$ cat src/inc/tpc_pkg.sv
/*
 three-phase pwm controller: register map, field positions, reset values
 and the bus request carrier shared by the design and its bench.
 assumes a 16-bit register port with a 4-bit word address.
*/
`default_nettype none
package tpc_pkg;
	localparam int ADDR_W = 4;
	localparam int DATA_W = 16;
	// register offsets (word addresses on the register port)
	localparam logic [3:0] OFS_PERIOD = 4'h0;
	localparam logic [3:0] OFS_DEAD = 4'h1;
	localparam logic [3:0] OFS_PDEL = 4'h2;
	localparam logic [3:0] OFS_DUTY_A = 4'h3;
	localparam logic [3:0] OFS_DUTY_B = 4'h4;
	localparam logic [3:0] OFS_DUTY_C = 4'h5;
	localparam logic [3:0] OFS_SEG = 4'h6;
	localparam logic [3:0] OFS_GATE = 4'h7;
	localparam logic [3:0] OFS_MODE = 4'h8;
	localparam logic [3:0] OFS_SYNCWT = 4'h9;
	localparam logic [3:0] OFS_PORTSEL = 4'hA;
	localparam logic [3:0] OFS_SWTRIP = 4'hB;
	localparam logic [3:0] OFS_STATUS = 4'hC;
	// field positions
	localparam int SEG_XOV_LSB = 6;
	localparam int GATE_HI_EN = 8;
	localparam int GATE_LO_EN = 9;
	localparam int MODE_DBL_BIT = 6;
	localparam int STAT_TRIP = 0;
	localparam int STAT_POL = 1;
	localparam int STAT_HALF = 3;
	localparam int STAT_SHUT = 4;
	localparam int STAT_HW = 5;
	// reset values
	localparam logic [15:0] RST_PERIOD = 16'h0100;
	localparam logic [9:0] RST_DEAD = 10'h000;
	localparam logic [9:0] RST_PDEL = 10'h000;
	localparam logic [15:0] RST_DUTY = 16'h0000;
	localparam logic [8:0] RST_SEG = 9'h03F;
	localparam logic [9:0] RST_GATE = 10'h000;
	localparam logic [7:0] RST_SYNCWT = 8'h27;
	localparam logic [11:0] RST_PORTSEL = 12'h000;
	// timing: dead time counts two clocks per register step
	localparam int DT_SCALE = 2;
	localparam logic [10:0] DT_CNT_MAX = 11'h7FF;
	typedef struct packed {
		logic [ADDR_W-1:0] addr;
		logic [DATA_W-1:0] wdata;
		logic wr;
		logic rd;
	} tpc_bus_req_t;
endpackage
`default_nettype wire

$ cat src/hdl/tpc_pwm.sv
/*
 three-phase pwm controller: timing unit, output control, gate drive
 and shutdown controller, with its register port.
 assumes clk is the instruction-rate clock and that all pins other
 than the shutdown sources are synchronous to it.
*/
// Overview of operation
// - six outputs form three high/low pairs for phases a, b and c.
// - polarity pin picks active-high or active-low on all six outputs.
// - period, dead-time, deletion and three duty registers set the waveforms.
// - each output has an enable bit; disabled outputs stay inactive.
// - per-phase crossover bit swaps the high and low waveforms.
// - eight-bit gate field sets the chopping frequency.
// - high-side and low-side chopping have separate enable bits.
// - single update mode latches new values only at period start.
// - double update mode also latches values at the period midpoint.
// - one mode register bit selects single or double update.
// - sync pulse at each period start, plus midpoint in double mode.
// - sync pulse width comes from the sync width register.
// - trip pin low forces all outputs off at once, unclocked.
// - selected port lines act as extra asynchronous trip sources.
// - hardware trip paths bypass all clocked logic.
// - writing the software trip register shuts the outputs down.
// - status shows trip level, polarity level and period half.
// - shutdown sources are combined into the timing unit reset.
// - all pwm timing runs on the instruction-rate clock.
// - one interrupt per sync pulse, one per shutdown event.
// - each phase gives complementary centred waveforms with dead time.
// - mode bit 6 set means double update; reset clears it.
// - status bit 3 is zero in first half, one in second.
// - sync pulse lasts width plus one clocks; width resets to 0x27.
// - dead time is twice the dead-time value in clocks; zero means none.
`timescale 1ns/1ps
`default_nettype none
module tpc_pwm
	import tpc_pkg::*;
#(
	parameter int PORT_LINES = 12
) (
	input wire logic clk,
	input wire logic rst_n,
	input wire tpc_bus_req_t bus_req,
	output logic [DATA_W-1:0] bus_rdata,
	input wire logic trip_input_pin_n,
	input wire logic polarity_select_pin,
	input wire logic [PORT_LINES-1:0] port_lines,
	output logic phase_a_high_out,
	output logic phase_a_low_out,
	output logic phase_b_high_out,
	output logic phase_b_low_out,
	output logic phase_c_high_out,
	output logic phase_c_low_out,
	output logic sync_pulse_out,
	output logic sync_irq,
	output logic trip_irq
);

	// software-visible registers
	logic [15:0] period_r;
	logic [9:0] dead_r;
	logic [9:0] pdel_r;
	logic [15:0] duty_r [3];
	logic [8:0] seg_r;
	logic [9:0] gate_r;
	logic dbl_r;
	logic [7:0] syncwt_r;
	logic [PORT_LINES-1:0] portsel_r;
	logic [DATA_W-1:0] rdata_r;

	// values latched into the timing unit at update events
	logic [15:0] pt_l;
	logic [9:0] dt_l;
	logic [9:0] pd_l;
	logic [15:0] duty_l [3];
	logic [8:0] seg_l;
	logic [7:0] wt_l;

	// timing unit state
	logic [15:0] cnt_r;
	logic half_r;
	logic half_d_r;
	logic ev_start;
	logic ev_mid;
	logic ev;

	// waveform path
	logic [2:0] raw;
	logic [2:0] raw_q_r;
	logic [10:0] dt_cnt_r [3];
	logic [10:0] dt2;
	logic [2:0] hi_tu;
	logic [2:0] lo_tu;
	logic [5:0] act;
	logic [5:0] out_r;
	logic [7:0] gcnt_r;
	logic chop_r;

	// shutdown and sync
	logic hw_trip;
	logic sw_wr;
	logic clr_wr;
	logic shut_set;
	logic shut_r;
	logic trip_irq_r;
	logic sync_out_r;
	logic [7:0] sync_cnt_r;
	logic sync_irq_r;

	// one phase: high side on when centred count overlaps the duty,
	// pulses shorter than the deletion width are dropped entirely
	function automatic logic tpc_raw(
		input logic [15:0] cnt,
		input logic [15:0] duty,
		input logic [15:0] pt,
		input logic [9:0] pd
	);
		logic [16:0] on_t;
		logic [16:0] off_t;
		logic del_hi;
		logic del_lo;
		on_t = (duty > pt) ? {1'b0, pt} : {1'b0, duty};
		off_t = {1'b0, pt} - on_t;
		del_hi = {on_t[15:0], 1'b0} < {7'h00, pd};
		del_lo = {off_t[15:0], 1'b0} < {7'h00, pd};
		if (del_hi) begin
			return 1'b0;
		end
		if (del_lo) begin
			return 1'b1;
		end
		return ({1'b0, cnt} + on_t) >= {1'b0, pt};
	endfunction

	// register port write decode
	assign sw_wr = bus_req.wr && (bus_req.addr == OFS_SWTRIP);
	assign clr_wr = bus_req.wr && (bus_req.addr == OFS_STATUS);

	// configuration registers; unmapped writes are dropped
	always_ff @(posedge clk) begin
		if (!rst_n) begin
			period_r <= RST_PERIOD;
			dead_r <= RST_DEAD;
			pdel_r <= RST_PDEL;
			duty_r[0] <= RST_DUTY;
			duty_r[1] <= RST_DUTY;
			duty_r[2] <= RST_DUTY;
			seg_r <= RST_SEG;
			gate_r <= RST_GATE;
			dbl_r <= 1'b0;
			syncwt_r <= RST_SYNCWT;
			portsel_r <= RST_PORTSEL;
		end else if (bus_req.wr) begin
			case (bus_req.addr)
				OFS_PERIOD: period_r <= bus_req.wdata;
				OFS_DEAD: dead_r <= bus_req.wdata[9:0];
				OFS_PDEL: pdel_r <= bus_req.wdata[9:0];
				OFS_DUTY_A: duty_r[0] <= bus_req.wdata;
				OFS_DUTY_B: duty_r[1] <= bus_req.wdata;
				OFS_DUTY_C: duty_r[2] <= bus_req.wdata;
				OFS_SEG: seg_r <= bus_req.wdata[8:0];
				OFS_GATE: gate_r <= bus_req.wdata[9:0];
				OFS_MODE: dbl_r <= bus_req.wdata[MODE_DBL_BIT];
				OFS_SYNCWT: syncwt_r <= bus_req.wdata[7:0];
				OFS_PORTSEL: portsel_r <= bus_req.wdata[PORT_LINES-1:0];
				default: ;
			endcase
		end
	end

	// read data stands for one cycle only, zero otherwise
	always_ff @(posedge clk) begin
		if (!rst_n) begin
			rdata_r <= 16'h0000;
		end else begin
			rdata_r <= 16'h0000;
			if (bus_req.rd) begin
				case (bus_req.addr)
					OFS_PERIOD: rdata_r <= period_r;
					OFS_DEAD: rdata_r <= {6'h00, dead_r};
					OFS_PDEL: rdata_r <= {6'h00, pdel_r};
					OFS_DUTY_A: rdata_r <= duty_r[0];
					OFS_DUTY_B: rdata_r <= duty_r[1];
					OFS_DUTY_C: rdata_r <= duty_r[2];
					OFS_SEG: rdata_r <= {7'h00, seg_r};
					OFS_GATE: rdata_r <= {6'h00, gate_r};
					OFS_MODE: rdata_r <= 16'(dbl_r) << MODE_DBL_BIT;
					OFS_SYNCWT: rdata_r <= {8'h00, syncwt_r};
					OFS_PORTSEL: rdata_r <= 16'(portsel_r);
					OFS_STATUS: begin
						rdata_r[STAT_TRIP] <= trip_input_pin_n;
						rdata_r[STAT_POL] <= polarity_select_pin;
						rdata_r[STAT_HALF] <= half_r;
						rdata_r[STAT_SHUT] <= shut_r;
						rdata_r[STAT_HW] <= hw_trip;
					end
					default: ;
				endcase
			end
		end
	end
	assign bus_rdata = rdata_r;

	// hardware trip: pin and selected port lines, no clock in the path
	assign hw_trip = !trip_input_pin_n || |(port_lines & portsel_r);
	assign shut_set = hw_trip || sw_wr;

	// shutdown latch; a new trip beats a clear in the same cycle
	always_ff @(posedge clk) begin
		if (!rst_n) begin
			shut_r <= 1'b0;
			trip_irq_r <= 1'b0;
		end else begin
			if (shut_set) begin
				shut_r <= 1'b1;
			end else if (clr_wr) begin
				shut_r <= 1'b0;
			end
			trip_irq_r <= shut_set && !shut_r;
		end
	end
	assign trip_irq = trip_irq_r;

	// up/down counter, pt clocks per half; held at zero while shut down
	always_ff @(posedge clk) begin
		if (!rst_n || shut_r) begin
			cnt_r <= 16'h0000;
			half_r <= 1'b0;
			half_d_r <= 1'b0;
		end else begin
			half_d_r <= half_r;
			if (!half_r) begin
				if (({1'b0, cnt_r} + 17'h00001) >= {1'b0, pt_l}) begin
					half_r <= 1'b1;
				end else begin
					cnt_r <= cnt_r + 16'h0001;
				end
			end else if (cnt_r == 16'h0000) begin
				half_r <= 1'b0;
			end else begin
				cnt_r <= cnt_r - 16'h0001;
			end
		end
	end

	// update events: period start always, midpoint only in double mode
	assign ev_start = !half_r && (cnt_r == 16'h0000) && !shut_r;
	assign ev_mid = half_r && !half_d_r && !shut_r;
	assign ev = ev_start || (dbl_r && ev_mid);

	// shadow latch; software may write at any time without glitching a period
	always_ff @(posedge clk) begin
		if (!rst_n) begin
			pt_l <= RST_PERIOD;
			dt_l <= RST_DEAD;
			pd_l <= RST_PDEL;
			duty_l[0] <= RST_DUTY;
			duty_l[1] <= RST_DUTY;
			duty_l[2] <= RST_DUTY;
			seg_l <= RST_SEG;
			wt_l <= RST_SYNCWT;
		end else if (ev) begin
			pt_l <= period_r;
			dt_l <= dead_r;
			pd_l <= pdel_r;
			duty_l[0] <= duty_r[0];
			duty_l[1] <= duty_r[1];
			duty_l[2] <= duty_r[2];
			seg_l <= seg_r;
			wt_l <= syncwt_r;
		end
	end

	// dead-time counters restart on every edge of the raw waveform
	assign dt2 = 11'(dt_l) * 11'(DT_SCALE);
	always_ff @(posedge clk) begin
		if (!rst_n) begin
			raw_q_r <= 3'h0;
			for (int i = 0; i < 3; i++) begin
				dt_cnt_r[i] <= DT_CNT_MAX;
			end
		end else begin
			for (int i = 0; i < 3; i++) begin
				if (raw[i] != raw_q_r[i]) begin
					raw_q_r[i] <= raw[i];
					dt_cnt_r[i] <= 11'h000;
				end else if (dt_cnt_r[i] != DT_CNT_MAX) begin
					dt_cnt_r[i] <= dt_cnt_r[i] + 11'h001;
				end
			end
		end
	end

	// timing unit, crossover, enables and chopping, per phase
	always_comb begin
		logic hs;
		logic ls;
		hs = 1'b0;
		ls = 1'b0;
		for (int i = 0; i < 3; i++) begin
			raw[i] = !shut_r && tpc_raw(cnt_r, duty_l[i], pt_l, pd_l);
			hi_tu[i] = raw_q_r[i] && (dt_cnt_r[i] >= dt2);
			lo_tu[i] = !raw_q_r[i] && (dt_cnt_r[i] >= dt2);
			hs = seg_l[SEG_XOV_LSB + i] ? lo_tu[i] : hi_tu[i];
			ls = seg_l[SEG_XOV_LSB + i] ? hi_tu[i] : lo_tu[i];
			act[2 * i] = hs && seg_l[2 * i]
				&& (!gate_r[GATE_HI_EN] || chop_r);
			act[2 * i + 1] = ls && seg_l[2 * i + 1]
				&& (!gate_r[GATE_LO_EN] || chop_r);
		end
	end

	// chopping carrier: toggles every div+1 clocks
	always_ff @(posedge clk) begin
		if (!rst_n) begin
			gcnt_r <= 8'h00;
			chop_r <= 1'b0;
		end else if (gcnt_r >= gate_r[7:0]) begin
			gcnt_r <= 8'h00;
			chop_r <= !chop_r;
		end else begin
			gcnt_r <= gcnt_r + 8'h01;
		end
	end

	// gate drive: polarity applied last so every source sees active-high
	always_ff @(posedge clk) begin
		if (!rst_n || shut_r) begin
			out_r <= {6{!polarity_select_pin}};
		end else if (polarity_select_pin) begin
			out_r <= act;
		end else begin
			out_r <= ~act;
		end
	end

	// trip override is combinational so a dead clock cannot hold outputs on;
	// the price is that these six pins are not purely registered
	assign phase_a_high_out = hw_trip ? !polarity_select_pin : out_r[0];
	assign phase_a_low_out = hw_trip ? !polarity_select_pin : out_r[1];
	assign phase_b_high_out = hw_trip ? !polarity_select_pin : out_r[2];
	assign phase_b_low_out = hw_trip ? !polarity_select_pin : out_r[3];
	assign phase_c_high_out = hw_trip ? !polarity_select_pin : out_r[4];
	assign phase_c_low_out = hw_trip ? !polarity_select_pin : out_r[5];

	// sync pulse: width register plus one clocks, retriggered by each event
	always_ff @(posedge clk) begin
		if (!rst_n) begin
			sync_out_r <= 1'b0;
			sync_cnt_r <= 8'h00;
			sync_irq_r <= 1'b0;
		end else begin
			sync_irq_r <= ev;
			if (ev) begin
				sync_out_r <= 1'b1;
				sync_cnt_r <= syncwt_r;
			end else if (sync_cnt_r == 8'h00) begin
				sync_out_r <= 1'b0;
			end else begin
				sync_cnt_r <= sync_cnt_r - 8'h01;
			end
		end
	end
	assign sync_pulse_out = sync_out_r;
	assign sync_irq = sync_irq_r;
endmodule
`default_nettype wire

$ cat config.mk
export PLATFORM = sky130hd
export DESIGN_NAME = tpc_pwm
export DESIGN_NICKNAME = d
export VERILOG_FILES = /design/src/inc/tpc_pkg.sv /design/src/hdl/tpc_pwm.sv
export SDC_FILE = /design/constraint.sdc
export NUM_CORES = 1
export LEC_CHECK = 0
export BUFFER_PORTS_ARGS = -buffer_cell sky130_fd_sc_hd__buf_2
export CAP_MARGIN = 5
export CORE_UTILIZATION = 55
export DETAILED_ROUTE_END_ITERATION = 6
export PLACE_DENSITY = 0.82
export SKIP_LAST_GASP = 1
export SYNTH_ARGS = -nofsm -noshare
export SYNTH_HDL_FRONTEND = slang
export SYNTH_SLANG_ARGS = --single-unit
$ cat constraint.sdc
create_clock -name clk -period 8.05 [get_ports clk]
set_input_delay 1.61 -clock clk [delete_from_list [all_inputs] [get_ports clk]]
set_output_delay 1.61 -clock clk [all_outputs]
set_load 0.05 [all_outputs]
==> impl_metrics.yaml <==
cells_and_area:
  final_layout_size_suffix_gt1_share_pct: 9.32
  final_cells: 3224
  n_antenna_cell: 0
  syn2layout_area_growth_pct: 9.69
  nFillCells: 3419
  most-common-layout-cells: "ha_1 (319), nand2_1 (305), a21oi_1 (199)"
  final_util_pct: 61.5
  final_nets: 3029
  final_common_cell: "ha_1"
worst_setup_path:
  critPathKind: "flop to flop"
  cp_common_cell: "buf_4"
  cp-start-kind: "flop"
  cp_slowest_stage_delay_ns: 0.43
  required_ns: 8.29
  crit_path_top_delay_cell: "a2111oi_1"
  crit_fanout: 15
  cp-end-kind: "flop"
  worstPathArrival_ns: 8.02
detailed_routing:
  ant_nets: 0
  wirelength_mm: 74.8
  drtIter0Drc: 2157
  firstDrtPassIters: 6
  wire_per_inst_um: 23.2
  vias: 20940
  post_drt_via_cell_ratio: 6.50
  remaining_drc_errors: 0
timing:
  fin_tns_setup_ns: 0
  period_needed_ns: 7.78
  fin_skew_ns: 0.0205
  worstMarginPinSlew_ns: 1.19
  hold_viol_final: 0
  fmax_mhz: 128
  hold_ws_ns: 0.475
  relSlewSlack_pct: 20.5
  slew_violations: 0
  rsz0062_at_grt: "true"
  fin_crit_sh_pct: 96.7
  finalSetupViolations: 0
synthesis:
  synth_top_family_by_area: "compound AO/OA/AOI/OAI gates"
  syn_nets: 2967
  yosysTopAreaCellShare_pct: 17.3
  synthSimpleGateAreaFrac_pct: 17.6
  synth_xor_area_share_pct: 5.58
  synth-seq-area-share_pct: 32.9
  netlist_instances: 2603
  synth_top_cell_by_area: "ha_1"
  synthDistinctLibCells: 85
  avgSynthCellArea_um2: 8.86
  synthMuxAreaShare_pct: 2.53
  async_flop_share_pct: 0
  synthFlopType: "dfxtp_1"
  synth_edf_count: 129
  synth_area_um2: 23100
  ys_ff_latch: 314
  synthAdderAreaFrac_pct: 17.9
  synthTopCellsByArea: "ha_1 (17%), edfxtp_1 (17%), dfxtp_1 (16%)"
  synth_compound_area_share_pct: 19.6
  yosysWarningCount: 0
clock_network:
  cts_num_sinks: 314
  hold_buffers: 0
  cts_tree: "built"
  cts_inserted_buffers: 35
  clk_latency_ns: 0.56
  clockRootBuffer: "clkbuf_16"
  cts-htree-levels: 2
  clockBufferDepth: 3
  path_clk_slew_ns: 0.06
floorplan:
  die-area_um2: 42700
  io-pin-count: 63
  die_x_um: 207
  die_h_um: 207
  core_um2: 41100
  rows: 74
  start_util_pct: 56.1
power:
  ir_drop_mv: 0.246
  pwr_density_cell_nw_per_um2: 421
  power_w: 0.0107
  p_leak_nw: 10.5
global_route:
  antenna_found_initial: 0
  grt.overflow.total: 0
  grt_max_degree: 78
  grt_pass1_vias: 20031
  grt_pass1_wl_mm: 113
  grt.total_usage_pct: 34.9
place:
  gp_congestion: 1.04
  dp.cells: 3151
  numPortBuffers: 62
  dp_hpwl_mm: 58.0
status:
  status: "complete, no violations"
flow_run:
  drv_cap: 0
min_path:
  hold_class: "flop to flop"
==> Yosys cell counts (6+ instances only) <==
cell type	n
mux2_2	34
nand4_1	30
o21ai_0	128
a31oi_1	19
nor2b_1	34
nor3_1	38
xnor2_1	100
nand3_1	62
or3_1	10
mux2i_1	20
o311ai_1	15
a21o_1	55
a21oi_1	199
and2_1	84
o211ai_2	6
buf_2	7
o211ai_1	27
nand2_1	305
nand2b_1	32
clkbuf_1	75
a21boi_0	6
edfxtp_1	129
nor4_1	13
o31ai_1	9
a22oi_1	28
a221oi_1	21
o21a_1	39
dfxtp_1	185
a211o_1	6
fa_1	7
and3_1	21
a211oi_1	20
nor2_1	181
o22a_1	8
ha_1	319
a222oi_1	8
inv_1	143
a22o_1	20
xor2_1	47
o31a_1	8
a2111oi_0	7
==> logic make-up (layout without fill, tap and decap cells) <==
family / count (synthesis) / after routing
AND/OR/NAND/NOR: 850 / 851
AO/OA/AOI/OAI: 681 / 681
adder cells (fa/ha/maj): 326 / 326
flip-flops: 314 / 314
buffers and inverters: 231 / 319
XOR/XNOR: 147 / 147
multiplexers: 54 / 54
==> path summary, 6_finish.rpt <==
path                          startpoint                           end  slack (ns)  cells after the start
max                pt_l[13]$_SDFFE_PN0P_  dt_cnt_r[1][1]$_SDFFCE_PN1P_        0.27                     31
min          sync_pulse_out$_SDFFE_PN0P_   sync_pulse_out$_SDFFE_PN0P_        0.47                      2
min reg2reg  sync_pulse_out$_SDFFE_PN0P_   sync_pulse_out$_SDFFE_PN0P_        0.47                      2
max reg2reg        pt_l[13]$_SDFFE_PN0P_  dt_cnt_r[1][1]$_SDFFCE_PN1P_        0.27                     31
==> power breakdown <==
| group | switching, W | internal (W) | total, W | leakage (nW) |
|---|---|---|---|---|
| Sequential | 0.000368 | 0.00204 | 0.00241 | 2.80 |
| Combinational | 0.00389 | 0.00276 | 0.00665 | 7.16 |
| Clock | 0.000703 | 0.000891 | 0.00159 | 0.542 |
| Total | 0.00496 | 0.00569 | 0.0107 | 10.5 |
==> through the flow <==
stage,cell area [um^2],setup slack [ns]
2_1_floorplan,23100,0.758
3_3_place_gp,24000,0.378
3_5_place_dp,24000,0.0852
4_1_cts,25200,0.0624
5_1_grt,25300,-0.00811
6_report,25300,0.266
==> metal layers <==
| metal | share of wire (%) | vias to the layer above | track usage, % |
|---|---|---|---|
| met5 | 0 | - | 0 |
| met4 | 5.1 | 0 | 16.3 |
| met3 | 9.6 | 227 | 5.64 |
| met2 | 44 | 1171 | 55.0 |
| met1 | 41 | 9915 | 46.8 |
| li1 | - | 9627 | - |
==> critical path, delay by kind of cell (launching register included) <==
| kind | cells | cell delay, ns |
|---|---|---|
| compound gates | 11 | 2.77 |
| xor+xnor | 1 | 0.14 |
| fa+ha+maj | 3 | 0.87 |
| buf+inv | 5 | 1.11 |
| flops | 1 | 0.41 |
| mux | 2 | 0.53 |
| simple gates | 9 | 1.60 |
==> flip-flops by register name (all words and copies together), names as in the netlist, 3 cells and up <==
signal / count
dt_l: 10
pt_l: 16
dt_cnt_r: 33
duty_r: 48
cnt_r: 16
syncwt_r: 8
period_r: 16
bus_rdata: 16
seg_r: 9
pdel_r: 10
seg_l: 9
gcnt_r: 8
portsel_r: 12
out_r: 6
gate_r: 10
raw_q_r: 3
sync_cnt_r: 8
pd_l: 10
duty_l: 48
dead_r: 10
==> layout make-up <==
cell class / count / area [um^2] / share of cell area [%]
Multi-Input combinational cell: 2059 / 14700 / 58.0
Sequential cell: 314 / 7580 / 30.0
Clock buffer: 41 / 908 / 3.59
Timing Repair Buffer: 112 / 686 / 2.71
Tap cell: 532 / 666 / 2.63
Inverter: 143 / 544 / 2.15
Clock inverter: 23 / 225 / 0.891
==> timing repair <==
item | 4_1_cts | 5_1_grt
buffers inserted | 0 | 8
resized for setup | 0 | 18
endpoints found under the setup margin | 0 | 66
Power figures use the tool's default switching activity.
